===== src/rtl/odsa_map.svh =====
// Register offsets, field positions and reset values of the alert block
`ifndef ODSA_MAP_SVH
`define ODSA_MAP_SVH

// Bus widths
`define ODSA_ADDR_W 12
`define ODSA_DATA_W 32
`define ODSA_VAL_W 24

// Register offsets, one 32-bit register per offset
`define ODSA_ADDR_ALERT_MASK 12'h407
`define ODSA_ADDR_OC_THR 12'h409
`define ODSA_ADDR_CAP_A 12'h40a
`define ODSA_ADDR_CAP_B 12'h40b
`define ODSA_ADDR_CAP_C 12'h40c
`define ODSA_ADDR_CAP_N 12'h40d
`define ODSA_ADDR_FUND_LVL 12'h40f
`define ODSA_ADDR_OC_CFG 12'h418
`define ODSA_ADDR_IRQ_STS 12'h419
`define ODSA_ADDR_IRQ_MASK 12'h41a

// Reset values
`define ODSA_THR_RST 24'hffffff
`define ODSA_FUND_LVL_RST 24'h45d45
`define ODSA_CAP_RST 24'h000000

// Alert mask layout
`define ODSA_DIP_A_BIT 0
`define ODSA_DIP_B_BIT 1
`define ODSA_DIP_C_BIT 2
`define ODSA_SWELL_A_BIT 3
`define ODSA_SWELL_B_BIT 4
`define ODSA_SWELL_C_BIT 5
`define ODSA_ALERT_W 6

// Overcurrent channels: a, b, c, neutral
`define ODSA_OC_A 0
`define ODSA_OC_B 1
`define ODSA_OC_C 2
`define ODSA_OC_N 3
`define ODSA_NCH 4

// Interrupt status layout: alert events low, overcurrent events above
`define ODSA_STS_OC_LSB 6
`define ODSA_STS_W 10

`endif


===== src/rtl/odsa_pkg.sv =====
// Types shared by the alert and overcurrent register block
`include "odsa_map.svh"
package odsa_pkg;

  // Dip and swell levels, packed in the alert mask layout
  typedef struct packed {
    logic [2:0] swell;
    logic [2:0] dip;
  } odsa_cond_t;

  // Half-cycle current rms per channel with its update pulse
  typedef struct packed {
    logic [`ODSA_NCH-1:0] upd;
    logic [`ODSA_NCH-1:0][`ODSA_VAL_W-1:0] rms;
  } odsa_rms_t;

  // Whole state of the register block
  typedef struct packed {
    logic [`ODSA_ALERT_W-1:0] alert_mask;
    logic [`ODSA_VAL_W-1:0] oc_thr;
    logic [`ODSA_NCH-1:0][`ODSA_VAL_W-1:0] cap;
    logic [`ODSA_VAL_W-1:0] fund_lvl;
    logic [`ODSA_NCH-1:0] oc_en;
    logic [`ODSA_STS_W-1:0] irq_sts;
    logic [`ODSA_STS_W-1:0] irq_mask;
    logic [`ODSA_ALERT_W-1:0] cond_q;
    logic [`ODSA_DATA_W-1:0] rdata;
    logic alert_n;
    logic irq;
  } odsa_state_t;

endpackage


===== src/rtl/odsa_regs.sv =====
// Dip/swell alert enables, overcurrent threshold and captures, level constant
`timescale 1ns/100ps
`include "odsa_map.svh"

module odsa_regs
  import odsa_pkg::*;
(
  input wire logic clk,
  input wire logic sys_rst,
  input wire logic [`ODSA_ADDR_W-1:0] reg_addr,
  input wire logic [`ODSA_DATA_W-1:0] reg_wdata,
  input wire logic reg_wr,
  input wire logic reg_rd,
  output logic [`ODSA_DATA_W-1:0] reg_rdata,
  input wire odsa_cond_t volt_cond,
  input wire odsa_rms_t half_cycle_current_rms,
  input wire logic [`ODSA_NCH-1:0] ext_unused_tie,
  output logic alert_n,
  output logic irq,
  output logic [`ODSA_VAL_W-1:0] fundamental_level_value
);

  odsa_state_t s;
  odsa_state_t next_s;
  logic [`ODSA_NCH-1:0] oc_hit;
  logic [`ODSA_ALERT_W-1:0] cond_now;
  logic [`ODSA_ALERT_W-1:0] cond_rise;
  logic [`ODSA_ALERT_W-1:0] alert_hit;
  logic [`ODSA_NCH-1:0] unused_tie_or;

  // Condition levels in the alert mask layout
  assign cond_now = volt_cond;
  assign cond_rise = cond_now & ~s.cond_q;
  assign unused_tie_or = ext_unused_tie;

  // Enabled dip conditions, phases C, B, A
  assign alert_hit[`ODSA_DIP_C_BIT:`ODSA_DIP_A_BIT] =
    s.alert_mask[`ODSA_DIP_C_BIT:`ODSA_DIP_A_BIT] &
    volt_cond.dip;

  // Enabled swell conditions, phases C, B, A
  assign alert_hit[`ODSA_SWELL_C_BIT:`ODSA_SWELL_A_BIT] =
    s.alert_mask[`ODSA_SWELL_C_BIT:`ODSA_SWELL_A_BIT] &
    volt_cond.swell;

  // Per channel overcurrent detection, unsigned compare
  genvar gi;
  generate
    for (gi = 0; gi < `ODSA_NCH; gi = gi + 1) begin : g_oc
      assign oc_hit[gi] = half_cycle_current_rms.upd[gi] & s.oc_en[gi] &
        (half_cycle_current_rms.rms[gi] > s.oc_thr);
    end
  endgenerate

  // Next state: bus writes, captures, events, read data and pins
  always_comb begin
    next_s = s;
    next_s.rdata = '0;
    next_s.cond_q = cond_now;
    // Register writes; reserved bits are dropped
    if (reg_wr) begin
      case (reg_addr)
        `ODSA_ADDR_ALERT_MASK: begin
          next_s.alert_mask = reg_wdata[`ODSA_ALERT_W-1:0];
        end
        `ODSA_ADDR_OC_THR: begin
          next_s.oc_thr = reg_wdata[`ODSA_VAL_W-1:0];
        end
        `ODSA_ADDR_FUND_LVL: begin
          next_s.fund_lvl = reg_wdata[`ODSA_VAL_W-1:0];
        end
        `ODSA_ADDR_OC_CFG: begin
          next_s.oc_en = reg_wdata[`ODSA_NCH-1:0];
        end
        `ODSA_ADDR_IRQ_STS: begin
          next_s.irq_sts = s.irq_sts & ~reg_wdata[`ODSA_STS_W-1:0];
        end
        `ODSA_ADDR_IRQ_MASK: begin
          next_s.irq_mask = reg_wdata[`ODSA_STS_W-1:0];
        end
        default: begin
          next_s.rdata = '0;
        end
      endcase
    end
    // Captures take the rms on an update above threshold of an enabled channel
    for (int i = 0; i < `ODSA_NCH; i++) begin
      if (oc_hit[i]) begin
        next_s.cap[i] = half_cycle_current_rms.rms[i];
      end
    end
    // Event sets come after the clear so a same-cycle event wins
    next_s.irq_sts[`ODSA_ALERT_W-1:0] =
      next_s.irq_sts[`ODSA_ALERT_W-1:0] | cond_rise;
    next_s.irq_sts[`ODSA_STS_W-1:`ODSA_STS_OC_LSB] =
      next_s.irq_sts[`ODSA_STS_W-1:`ODSA_STS_OC_LSB] | oc_hit;
    // Register reads, data stand one cycle after the strobe
    if (reg_rd) begin
      case (reg_addr)
        `ODSA_ADDR_ALERT_MASK: begin
          next_s.rdata[`ODSA_ALERT_W-1:0] = s.alert_mask;
        end
        `ODSA_ADDR_OC_THR: begin
          next_s.rdata[`ODSA_VAL_W-1:0] = s.oc_thr;
        end
        `ODSA_ADDR_CAP_A: begin
          next_s.rdata[`ODSA_VAL_W-1:0] = s.cap[`ODSA_OC_A];
        end
        `ODSA_ADDR_CAP_B: begin
          next_s.rdata[`ODSA_VAL_W-1:0] = s.cap[`ODSA_OC_B];
        end
        `ODSA_ADDR_CAP_C: begin
          next_s.rdata[`ODSA_VAL_W-1:0] = s.cap[`ODSA_OC_C];
        end
        `ODSA_ADDR_CAP_N: begin
          next_s.rdata[`ODSA_VAL_W-1:0] = s.cap[`ODSA_OC_N];
        end
        `ODSA_ADDR_FUND_LVL: begin
          next_s.rdata[`ODSA_VAL_W-1:0] = s.fund_lvl;
        end
        `ODSA_ADDR_OC_CFG: begin
          next_s.rdata[`ODSA_NCH-1:0] = s.oc_en;
        end
        `ODSA_ADDR_IRQ_STS: begin
          next_s.rdata[`ODSA_STS_W-1:0] = s.irq_sts;
        end
        `ODSA_ADDR_IRQ_MASK: begin
          next_s.rdata[`ODSA_STS_W-1:0] = s.irq_mask;
        end
        default: begin
          next_s.rdata = '0; // Unmapped reads return zero
        end
      endcase
    end
    // Alert pin low while any enabled condition stands
    next_s.alert_n = ~|alert_hit;
    next_s.irq = |(next_s.irq_sts & next_s.irq_mask);
  end

  // State register with documented reset values
  always_ff @(posedge clk or posedge sys_rst) begin
    if (sys_rst) begin
      s <= '0;
      s.oc_thr <= `ODSA_THR_RST;
      s.fund_lvl <= `ODSA_FUND_LVL_RST;
      s.cap <= {`ODSA_NCH{`ODSA_CAP_RST}};
      s.alert_n <= 1'b1;
    end else begin
      s <= next_s;
    end
  end

  // Outputs straight from the state flops
  assign reg_rdata = s.rdata;
  assign alert_n = s.alert_n;
  assign irq = s.irq;
  assign fundamental_level_value = s.fund_lvl;

  // Checks on the alert pin, one per mask bit
  property p_swell_c;
    @(posedge clk) disable iff (sys_rst)
    s.alert_mask[`ODSA_SWELL_C_BIT] && volt_cond.swell[2]
      |=> !alert_n;
  endproperty
  a_swell_c: assert property (p_swell_c)
    else $error("Phase C swell did not pull alert low");

  property p_swell_b;
    @(posedge clk) disable iff (sys_rst)
    s.alert_mask[`ODSA_SWELL_B_BIT] && volt_cond.swell[1]
      |=> !alert_n;
  endproperty
  a_swell_b: assert property (p_swell_b)
    else $error("Phase B swell did not pull alert low");

  property p_swell_a;
    @(posedge clk) disable iff (sys_rst)
    s.alert_mask[`ODSA_SWELL_A_BIT] && volt_cond.swell[0]
      |=> !alert_n;
  endproperty
  a_swell_a: assert property (p_swell_a)
    else $error("Phase A swell did not pull alert low");

  property p_dip_c;
    @(posedge clk) disable iff (sys_rst)
    s.alert_mask[`ODSA_DIP_C_BIT] && volt_cond.dip[2] |=> !alert_n;
  endproperty
  a_dip_c: assert property (p_dip_c)
    else $error("Phase C dip did not pull alert low");

  property p_dip_b;
    @(posedge clk) disable iff (sys_rst)
    s.alert_mask[`ODSA_DIP_B_BIT] && volt_cond.dip[1] |=> !alert_n;
  endproperty
  a_dip_b: assert property (p_dip_b)
    else $error("Phase B dip did not pull alert low");

  property p_dip_a;
    @(posedge clk) disable iff (sys_rst)
    s.alert_mask[`ODSA_DIP_A_BIT] && volt_cond.dip[0] |=> !alert_n;
  endproperty
  a_dip_a: assert property (p_dip_a)
    else $error("Phase A dip did not pull alert low");

  // Threshold write then read back returns the low field only
  property p_thr_rw;
    @(posedge clk) disable iff (sys_rst)
    reg_wr && reg_addr == `ODSA_ADDR_OC_THR ##1
      reg_rd && reg_addr == `ODSA_ADDR_OC_THR
      |=> reg_rdata == {8'h00, $past(reg_wdata[`ODSA_VAL_W-1:0], 2)};
  endproperty
  a_thr_rw: assert property (p_thr_rw)
    else $error("Threshold read back differs from write");

  // Captures: update on A and C above threshold, hold on B while off and on N at or below threshold
  property p_cap_a;
    @(posedge clk) disable iff (sys_rst)
    half_cycle_current_rms.upd[`ODSA_OC_A] && s.oc_en[`ODSA_OC_A] &&
      half_cycle_current_rms.rms[`ODSA_OC_A] > s.oc_thr
      |=> s.cap[`ODSA_OC_A] ==
        $past(half_cycle_current_rms.rms[`ODSA_OC_A]);
  endproperty
  a_cap_a: assert property (p_cap_a)
    else $error("Phase A capture not updated");

  property p_cap_b_hold;
    @(posedge clk) disable iff (sys_rst)
    !s.oc_en[`ODSA_OC_B] |=> $stable(s.cap[`ODSA_OC_B]);
  endproperty
  a_cap_b_hold: assert property (p_cap_b_hold)
    else $error("Phase B capture changed while checking is off");

  property p_cap_c;
    @(posedge clk) disable iff (sys_rst)
    half_cycle_current_rms.upd[`ODSA_OC_C] && s.oc_en[`ODSA_OC_C] &&
      half_cycle_current_rms.rms[`ODSA_OC_C] > s.oc_thr
      |=> s.cap[`ODSA_OC_C] ==
        $past(half_cycle_current_rms.rms[`ODSA_OC_C]);
  endproperty
  a_cap_c: assert property (p_cap_c)
    else $error("Phase C capture not updated");

  property p_cap_n_low;
    @(posedge clk) disable iff (sys_rst)
    half_cycle_current_rms.rms[`ODSA_OC_N] <= s.oc_thr
      |=> $stable(s.cap[`ODSA_OC_N]);
  endproperty
  a_cap_n_low: assert property (p_cap_n_low)
    else $error("Neutral capture changed below threshold");

  // Level constant write reaches its output next cycle
  property p_lvl_wr;
    @(posedge clk) disable iff (sys_rst)
    reg_wr && reg_addr == `ODSA_ADDR_FUND_LVL
      |=> fundamental_level_value == $past(reg_wdata[`ODSA_VAL_W-1:0]);
  endproperty
  a_lvl_wr: assert property (p_lvl_wr)
    else $error("Level constant write lost");

  // No enabled condition for two cycles leaves the pin high
  property p_alert_idle;
    @(posedge clk) disable iff (sys_rst)
    (~|(s.alert_mask & cond_now)) [*2] |=> alert_n;
  endproperty
  a_alert_idle: assert property (p_alert_idle)
    else $error("Alert low with no enabled condition");

  // Interrupt follows unmasked status
  property p_irq;
    @(posedge clk) disable iff (sys_rst)
    |(s.irq_sts & s.irq_mask) |-> irq;
  endproperty
  a_irq: assert property (p_irq)
    else $error("Interrupt low with unmasked status set");

  // Remaining captures: update on B and N, hold on A and C
  property p_cap_b;
    @(posedge clk) disable iff (sys_rst)
    half_cycle_current_rms.upd[`ODSA_OC_B] && s.oc_en[`ODSA_OC_B] &&
      half_cycle_current_rms.rms[`ODSA_OC_B] > s.oc_thr
      |=> s.cap[`ODSA_OC_B] ==
        $past(half_cycle_current_rms.rms[`ODSA_OC_B]);
  endproperty
  a_cap_b: assert property (p_cap_b)
    else $error("Phase B capture not updated");

  property p_cap_n;
    @(posedge clk) disable iff (sys_rst)
    half_cycle_current_rms.upd[`ODSA_OC_N] && s.oc_en[`ODSA_OC_N] &&
      half_cycle_current_rms.rms[`ODSA_OC_N] > s.oc_thr
      |=> s.cap[`ODSA_OC_N] ==
        $past(half_cycle_current_rms.rms[`ODSA_OC_N]);
  endproperty
  a_cap_n: assert property (p_cap_n)
    else $error("Neutral capture not updated");

  property p_cap_a_hold;
    @(posedge clk) disable iff (sys_rst)
    !s.oc_en[`ODSA_OC_A] |=> $stable(s.cap[`ODSA_OC_A]);
  endproperty
  a_cap_a_hold: assert property (p_cap_a_hold)
    else $error("Phase A capture changed while checking is off");

  property p_cap_c_hold;
    @(posedge clk) disable iff (sys_rst)
    !s.oc_en[`ODSA_OC_C] |=> $stable(s.cap[`ODSA_OC_C]);
  endproperty
  a_cap_c_hold: assert property (p_cap_c_hold)
    else $error("Phase C capture changed while checking is off");

  // Host writes to a capture place are dropped
  property p_cap_ro;
    @(posedge clk) disable iff (sys_rst)
    reg_wr && reg_addr == `ODSA_ADDR_CAP_A &&
      !half_cycle_current_rms.upd[`ODSA_OC_A]
      |=> $stable(s.cap[`ODSA_OC_A]);
  endproperty
  a_cap_ro: assert property (p_cap_ro)
    else $error("Phase A capture took a host write");

  // Threshold moves only on its own write
  property p_thr_hold;
    @(posedge clk) disable iff (sys_rst)
    !(reg_wr && reg_addr == `ODSA_ADDR_OC_THR) |=> $stable(s.oc_thr);
  endproperty
  a_thr_hold: assert property (p_thr_hold)
    else $error("Threshold changed without a write");

  // Level constant moves only on its own write
  property p_lvl_hold;
    @(posedge clk) disable iff (sys_rst)
    !(reg_wr && reg_addr == `ODSA_ADDR_FUND_LVL)
      |=> $stable(fundamental_level_value);
  endproperty
  a_lvl_hold: assert property (p_lvl_hold)
    else $error("Level constant changed without a write");

  // Alert mask takes the low six bits of its write
  property p_mask_wr;
    @(posedge clk) disable iff (sys_rst)
    reg_wr && reg_addr == `ODSA_ADDR_ALERT_MASK
      |=> s.alert_mask == $past(reg_wdata[`ODSA_ALERT_W-1:0]);
  endproperty
  a_mask_wr: assert property (p_mask_wr)
    else $error("Alert mask write lost");

  // Read data stand one cycle only, reserved bits zero
  property p_rdata_idle;
    @(posedge clk) disable iff (sys_rst)
    !reg_rd |=> reg_rdata == '0;
  endproperty
  a_rdata_idle: assert property (p_rdata_idle)
    else $error("Read data left standing");

  property p_reserved;
    @(posedge clk) disable iff (sys_rst)
    reg_rd |=> reg_rdata[`ODSA_DATA_W-1:`ODSA_VAL_W] == '0;
  endproperty
  a_reserved: assert property (p_reserved)
    else $error("Reserved read bits not zero");

  // A condition rise sets its status bit even during a clear
  property p_sts_set;
    @(posedge clk) disable iff (sys_rst)
    |cond_rise |=> (s.irq_sts[`ODSA_ALERT_W-1:0] & $past(cond_rise)) ==
      $past(cond_rise);
  endproperty
  a_sts_set: assert property (p_sts_set)
    else $error("Condition rise lost its status bit");

endmodule


===== config.mk =====
export PLATFORM = sky130hd
export DESIGN_NAME = odsa_regs
export DESIGN_NICKNAME = d
export VERILOG_FILES = /design/src/rtl/odsa_pkg.sv /design/src/rtl/odsa_regs.sv
export VERILOG_INCLUDE_DIRS = /design/src /design/src/rtl
export SDC_FILE = /design/constraint.sdc
export NUM_CORES = 1
export LEC_CHECK = 0
export BUFFER_PORTS_ARGS = -buffer_cell sky130_fd_sc_hd__buf_2
export CAP_MARGIN = 20
export CORE_MARGIN = 4
export CORE_UTILIZATION = 51
export DETAILED_ROUTE_END_ITERATION = 10
export GPL_ROUTABILITY_DRIVEN = 0
export PLACE_DENSITY = 0.77
export SYNTH_ARGS = -nofsm -noshare
export SYNTH_HDL_FRONTEND = slang
export SYNTH_SLANG_ARGS = --single-unit

===== constraint.sdc =====
create_clock -name clk -period 5.5 [get_ports clk]
set_input_delay 0.275 -clock clk [delete_from_list [all_inputs] [get_ports clk]]
set_output_delay 0.275 -clock clk [all_outputs]
set_load 0.03 [all_outputs]

== After elaboration in Yosys (flattened, before gate mapping) ==
Index checks and enable logic that the tools add are counted.

* Flip-flop bits (word level): 214
* Bits of input ports: 158
* Output and inout port bits: 58
* Logic and storage cells: 60

* Bitwise operators: 17
* Reduce and logical (&&, ||, !) cells: 7
* Mux-type cells: 8
* Equal/unequal tests: 10
* Magnitude comparators: 4

{| class="wikitable"
|+ Operators with widths
! operator !! count
|-
| == test 12 x 11 -> 1 bit, second input constant || 10
|-
| greater-than comparator 24 bit || 4
|-
| one-hot mux 14 bit (6 select lines) || 1
|-
| one-hot mux 4 bit (10 select lines) || 1
|-
| one-hot mux 4 bit (8 select lines) || 1
|-
| 2-to-1 mux 24 bit || 1
|-
| bitwise AND 10 bit || 2
|-
| 2-to-1 mux 10 bit || 2
|-
| 2-to-1 mux 20 bit || 1
|-
| one-hot mux 2 bit (9 select lines) || 1
|-
| inverter 10 bit || 1
|-
| OR reduction 10 bit || 1
|-
| bitwise AND 1 bit || 8
|-
| AND reduction 2 bit || 4
|-
| bitwise AND 3 bit || 2
|-
| bitwise AND 6 bit || 1
|-
| inverter 6 bit || 1
|-
| OR 6 bit || 1
|-
| OR reduction 6 bit || 1
|-
| OR 4 bit || 1
|-
| logical NOT 1 bit || 1
|}

== Longest topological paths before layout ==
Gate-level depths: netlist of run 1.

* Depth after elaboration: 7
* Gate-level depth with buffers: 11
* Mapped depth without buffers: 9

== Worst setup path before layout of run 1 ==
Ideal clock, no wire load.

* Path type: reg2reg
* Start point: register s[199] in the netlist's numbering
* End point: register s[123] in the netlist's numbering
* Library setup time: 0.125 ns
* Arrival time: 2.925 ns
* Stages on the path, launching flop included: 10
* Required time: 5.375 ns
* Buffers on the path: 1
* Slack: 2.451 ns
* Period minus slack after synthesis: 3.049 ns
* Cell sequence: dfstp_2 -> inv_1 -> ha_1 -> a41oi_1 -> o21ai_0 -> a221o_1 -> a211o_1 -> o2111ai_1 -> buf_2 -> mux2_2

* Word-level cells in the longest chain between the ends: 2

{| class="wikitable"
|+ RTL lines
! element !! RTL line !! source
|-
| from (decl) || odsa_regs.sv:23 || <nowiki>odsa_state_t s;</nowiki>
|-
| from (signal assigned) || odsa_regs.sv:149 || <nowiki>s <= next_s;</nowiki>
|-
| greater-than comparator 24 bit || odsa_regs.sv:51 || <nowiki>(half_cycle_current_rms.rms[gi] > s.oc_thr);</nowiki>
|-
| bitwise AND 1 bit || odsa_regs.sv:50 || <nowiki>assign oc_hit[gi] = half_cycle_current_rms.upd[gi] & s.oc_en[gi] &</nowiki>
|}

No other way between the ends.
A chain may end at the register's enable or synchronous reset.

== Final worst setup path of run 1 ==
* Start point: register s[199] in the netlist's numbering
* End point: register s[121] in the netlist's numbering

Same word-level chain as after synthesis.

==> impl_metrics.py, run 1 <==
metrics = {
    "timing": {
        "setup_violations": 0,
        "fin_ws_ns": 1.82,
        "holdWs_ns": 0.00442,
        "hold_viol": 0,
        "grt_setup_unrepaired": "false",
        "maxSlewViolCount": 0,
        "min_period_ns": 3.68,
        "setup_tns_ns": 0,
        "tightest_slew_ns": 1.14,
        "clock_skew_ns": 0.0138,
        "period_share": 0.670,
        "slew_headroom": 0.234,
        "max_freq_ghz": 0.271,
    },
    "cells_and_area": {
        "final_net_count": 1425,
        "layout_common_cells": "buf_2 (195), dfrtp_1 (172), mux2_2 (147)",
        "area_growth_pct": 16.3,
        "fin_cells": 1472,
        "layout_commonest_cell": "buf_2",
        "final_util": 0.604,
        "design_area_um2": 13200,
        "final_layout_size_suffix_gt1_frac": 0.366,
    },
    "global_route": {
        "global_route.usage.met1": 0.358,
        "grt_pass1_wl_um": 50800,
        "grt_overflow": 0,
        "busiest_layer": "met2",
        "grt_max_degree": 177,
        "grtUsageMet2": 0.440,
        "met3_usage": 0.0412,
        "grt_pass1_vias": 9150,
        "antenna_found_initial": 5,
        "grtUsageTotal": 0.268,
    },
    "critical_path": {
        "rr_worst_depth": 9,
        "crit_start": "s[199]",
        "startpoint_type": "flip-flop",
        "slowest_stage": "o2111ai_2",
        "cp_max_fo": 16,
        "slowest_delay_ns": 0.72,
        "path_class": "reg2reg",
        "arrival_ns": 4.07,
        "crit_path_end_kind": "flip-flop",
        "worstReg2RegStart": "s[199]",
        "cp.required_ns": 5.88,
        "worstPathCellList": "inv_1 > ha_1 > a41oi_1 > o21ai_0 > a221o_1 > a211o_1 > o2111ai_2 > buf_4 > mux2_2",
    },
    "power": {
        "power_frac_clock": 0.474,
        "power.switching_mw": 0.760,
        "power_mw": 3.34,
        "sequentialPowerShare": 0.457,
        "switching_share": 0.227,
        "power_density_nw_per_um2": 253,
        "max-vdd-ir-drop_uv": 219,
        "p_leak_nw": 6.87,
        "power.share.combinational": 0.070,
        "internal_power_mw": 2.58,
    },
    "cts": {
        "cts_buffers": 23,
        "clock_path_buffers": 3,
        "clk_pin_slew_worst_paths_ns": 0.06,
        "ctsResizeCount": 0,
        "cts_root_buf": "clkbuf_16",
        "post_cts_buffers": 0,
        "htreeDepth": 1,
        "clk_latency_ns": 0.51,
        "clock-sinks": 206,
        "tritoncts": "built",
        "hold_buffers": 15,
    },
    "synth": {
        "synth_warnings": 0,
        "syn_area_per_cell_um2": 11.2,
        "synthesis.area_um2": 11400,
        "synth_edf_count": 0,
        "netlist_instances": 1011,
        "synth_ff_type": "dfrtp_1",
        "async_reset_ff_frac": 1.00,
        "ys_ff_latch": 206,
        "synth.distinct_cells": 52,
        "ys_seq_area_frac": 0.457,
    },
    "job": {
        "timing.max_cap.violations": 0,
    },
    "hold_path": {
        "whs_path_depth": 3,
        "min_from": "reg_wdata[13]",
        "min_path_type": "in2reg",
    },
    "drt": {
        "first_iter_violations": 937,
        "postRouteAntennaNets": 0,
        "viasPerCell": 6.11,
        "dr.pass1.iters": 5,
        "vias": 8987,
        "drc_errors": 0,
        "wl_per_cell_um": 22.9,
        "routed_wl_um": 33800,
    },
    "die": {
        "io-pin-count": 216,
        "coreArea_um2": 21900,
        "die_h_um": 157,
        "start_util": 0.519,
        "rows": 54,
        "die_w_um": 157,
        "die_area_um2": 24700,
    },
    "placed_design": {
        "dpl.hpwl_um": 24000,
        "placed_area_um2": 12300,
        "place_ws_ns": 1.86,
        "port_buffers": 195,
        "placed_cells": 1411,
    },
    "outcome": {
        "run_status": "finished clean",
    },
}
==> power by group through the flow <==
stage	Combinational [mW]	Sequential [mW]	Clock, mW
after floorplan	0.104	1.55	0
after global placement	0.216	1.55	0
after detailed placement	0.220	1.55	0
after CTS	0.230	1.53	1.60
after global routing	0.256	1.53	1.66
final	0.233	1.53	1.58
==> final cells by class <==
class                           count  area [µm²]
Sequential cell                   206        5200
Timing Repair Buffer              223        1240
Fill cell                        1832        8680
Tap cell                          280         350
Clock inverter                      5         100
Multi-Input combinational cell    666        5450
Antenna cell                        5        12.5
Inverter                           51         195
Clock buffer                       36         674
==> worst max-delay path, delay by kind of cell (launching register included) <==
kind | cells | cell delay [ns]
compound gates | 5 | 1.81
fa+ha+maj | 1 | 0.33
buf+inv | 2 | 0.52
flops | 1 | 0.53
mux | 1 | 0.37
==> layer usage <==
layer  vias to the layer above  part of all wire
met3                        91             0.083
li1                       4022                 -
met4                         0             0.037
met2                       467              0.48
met1                      4407              0.40
met5                         -                 0
==> Yosys cell counts, drive strengths merged, types with 6 or more instances <==
cell type	number	area share
nor4	6	0.0033
a22oi	48	0.032
dfstp	34	0.079
buf	67	0.042
ha	96	0.11
inv	51	0.017
nand2	74	0.024
a222oi	11	0.0097
a31oi	11	0.0061
clkbuf	28	0.0093
a22o	26	0.020
a21oi	44	0.019
a21boi	15	0.0099
o21ai	58	0.026
mux2	148	0.15
nand4	22	0.012
dfrtp	172	0.38
nand3	13	0.0057
a21o	6	0.0040
nor2	16	0.0053
nor3	9	0.0040
==> cells by family (layout without fill, tap and decap cells) <==
family / count (synthesis) / count (layout) / share of synthesized area
other: 1 / 13 / 0.000330
flip-flops: 206 / 206 / 0.457
multiplexers: 150 / 150 / 0.149
adder cells (fa/ha/maj): 96 / 96 / 0.106
AO/OA/AOI/OAI: 250 / 250 / 0.149
buffers and inverters: 146 / 315 / 0.0685
AND/OR/NAND/NOR: 162 / 162 / 0.0699
==> path summary, 6_finish.rpt <==
kind                       slack, ns                           to
setup / recovery                1.82                       s[121]
hold / removal                 0.004                       s[197]
setup reg to reg                1.82                       s[121]
hold reg to reg                 0.48                        s[54]
max in group asynchronous       3.74  fundamental_level_value[19]
min in group asynchronous       0.42                       s[165]
==> registers in the layout, indices dropped and copies added (netlist names) <==
signal and flops:
reg_rdata 24, alert_n 1, irq 1, fundamental_level_value 24
s 156
Note: power is estimated with default switching activity, not from simulation.
==> run 2: changes to the inputs <==
- clock period: 5.5 -> 3.2 ns (I/O delays scaled with it)
==> impl_metrics.py, run 2 (synthesis results as in run 1) <==
metrics = {
    "power": {
        "power.switching_mw": 1.38,
        "power_frac_clock": 0.472,
        "power.share.combinational": 0.090,
        "switching_share": 0.231,
        "internal_power_mw": 4.60,
        "p_leak_nw": 7.49,
        "max-vdd-ir-drop_uv": 353,
        "power_density_nw_per_um2": 410,
        "sequentialPowerShare": 0.439,
    },
    "drt": {
        "drc_errors": 0,
        "postRouteAntennaNets": 0,
        "wl_per_cell_um": 23.2,
        "first_iter_violations": 976,
        "vias": 9687,
        "routed_wl_um": 37200,
        "dr.pass1.iters": 6,
        "viasPerCell": 6.04,
    },
    "critical_path": {
        "worstReg2RegStart": "s[199]",
        "cp.required_ns": 3.59,
        "slowest_stage": "dfstp_2",
        "startpoint_type": "flip-flop",
        "r2r_end": "s[113]",
        "crit_path_end_kind": "flip-flop",
        "reg2reg_slack_ns": 0.15,
        "worstPathCellList": "inv_1 > ha_1 > a41oi_1 > o21ai_0 > a221o_1 > a211o_1 > o2111ai_2 > buf_4 > mux2_2",
        "arrival_ns": 3.44,
        "rr_worst_depth": 9,
        "path_class": "reg2reg",
        "cp_max_fo": 13,
        "slowest_delay_ns": 0.53,
    },
    "global_route": {
        "antenna_found_initial": 1,
        "grtUsageTotal": 0.299,
        "grt_max_degree": 49,
        "grt_pass1_vias": 10342,
        "grt_overflow": 0,
        "grt_pass1_wl_um": 57100,
    },
    "cts": {
        "clock-sinks": 206,
        "post_cts_buffers": 0,
        "cts_root_buf": "clkbuf_16",
        "clk_latency_ns": 0.51,
        "clock_path_buffers": 3,
        "clk_pin_slew_worst_paths_ns": 0.06,
        "cts_buffers": 23,
        "htreeDepth": 1,
        "tritoncts": "built",
    },
    "cells_and_area": {
        "layout_commonest_cell": "buf_2",
        "area_growth_pct": 28.3,
        "top_register": "s",
        "final_layout_size_suffix_gt1_frac": 0.348,
        "layout_common_cells": "buf_2 (195), dfrtp_1 (172), mux2_2 (147)",
        "largest_reg_flops": 156,
        "final_net_count": 1560,
    },
    "timing": {
        "hold_viol": 0,
        "maxSlewViolCount": 0,
        "holdWs_ns": 0.0943,
        "period_share": 0.954,
        "tightest_slew_ns": 0.755,
        "slew_headroom": 0.492,
        "min_period_ns": 3.05,
        "clock_skew_ns": 0.00667,
        "setup_tns_ns": 0,
        "grt_setup_unrepaired": "false",
        "setup_violations": 0,
        "max_freq_ghz": 0.328,
    },
    "die": {
        "die_w_um": 157,
        "coreArea_um2": 21900,
        "io-pin-count": 216,
        "die_h_um": 157,
        "rows": 54,
        "die_area_um2": 24700,
        "start_util": 0.519,
    },
    "job": {
        "timing.max_cap.violations": 0,
    },
    "placed_design": {
        "port_buffers": 195,
        "dpl.hpwl_um": 25500,
    },
    "hold_path": {
        "min_path_type": "in2async",
    },
    "outcome": {
        "run_status": "finished clean",
    },
}
## run 2: cell count changes in the layout (fill, tap and decap cells not counted), sizes merged
cell         change
dlygate4sd3    +112
bufinv           +1
diode            -4
clkinvlp         +1
buf             +23
clkinv           +1
clkbuf           -3
## run 2: how the worst max path moves through the flow
stage | slack, ns | endpoint | start
2_1_floorplan | 0.15 | s[123] | s[199]
3_3_place_gp | 0.26 | s[118] | s[199]
3_5_place_dp | 0.21 | s[113] | s[199]
4_1_cts | 0.19 | s[113] | s[199]
5_1_grt | 0.008 | s[121] | s[199]
6_report | 0.15 | s[113] | s[199]
## run 2: final cells by class
type | instances | area, µm²
diodes | 1 | 2.50
clock buffers | 33 | 653
clock inverters | 8 | 143
fillers | 1612 | 7310
inverters | 51 | 195
multi-input cells | 666 | 5450
flip-flops and latches | 206 | 5200
well taps | 280 | 350
repair buffers | 358 | 2590
## run 2: what timing repair did
action,CTS,global route
endpoints found under the hold margin,180,0
resized for setup,0,0
hold buffers,127,0
setup endpoints to repair,0,0
## run 2: per-stage QoR
step	instance area [µm²]	worst slack [ns]	total power [mW]	instances	utilization
final	14600	0.147	5.98	1603	0.666
after global routing	14600	0.00765	6.15	1603	0.666
after CTS	14600	0.187	5.97	1601	0.665
after detailed placement	12500	0.206	3.07	1433	0.571
after global placement	12500	0.261	3.06	1433	0.571
after floorplan	11400	0.151	2.85	1018	-
## run 2: power groups by stage
stage | sequential (mW) | clock (mW) | combinational (mW)
after floorplan | 2.67 | 0 | 0.179
after global placement | 2.67 | 0 | 0.388
after detailed placement | 2.67 | 0 | 0.399
after CTS | 2.62 | 2.82 | 0.523
after global routing | 2.62 | 2.94 | 0.583
final | 2.62 | 2.82 | 0.536
## run 2: worst max-delay path: cells and delay by family (launching register included)
| kind | cells | cell delay [ns] |
|---|---|---|
| DFF | 1 | 0.53 |
| adders and majority gates | 1 | 0.32 |
| muxes | 1 | 0.37 |
| buffers and inverters | 2 | 0.39 |
| AOI/OAI and AO/OA | 5 | 1.33 |
## run 2: metal layers
layer | vias up | global-route usage | routed length [µm]
met4 | 0 | 0.120 | 1580
met3 | 120 | 0.0522 | 3240
li1 | 4292 | - | -
met2 | 567 | 0.515 | 18000
met1 | 4708 | 0.374 | 14300
met5 | - | 0 | 0
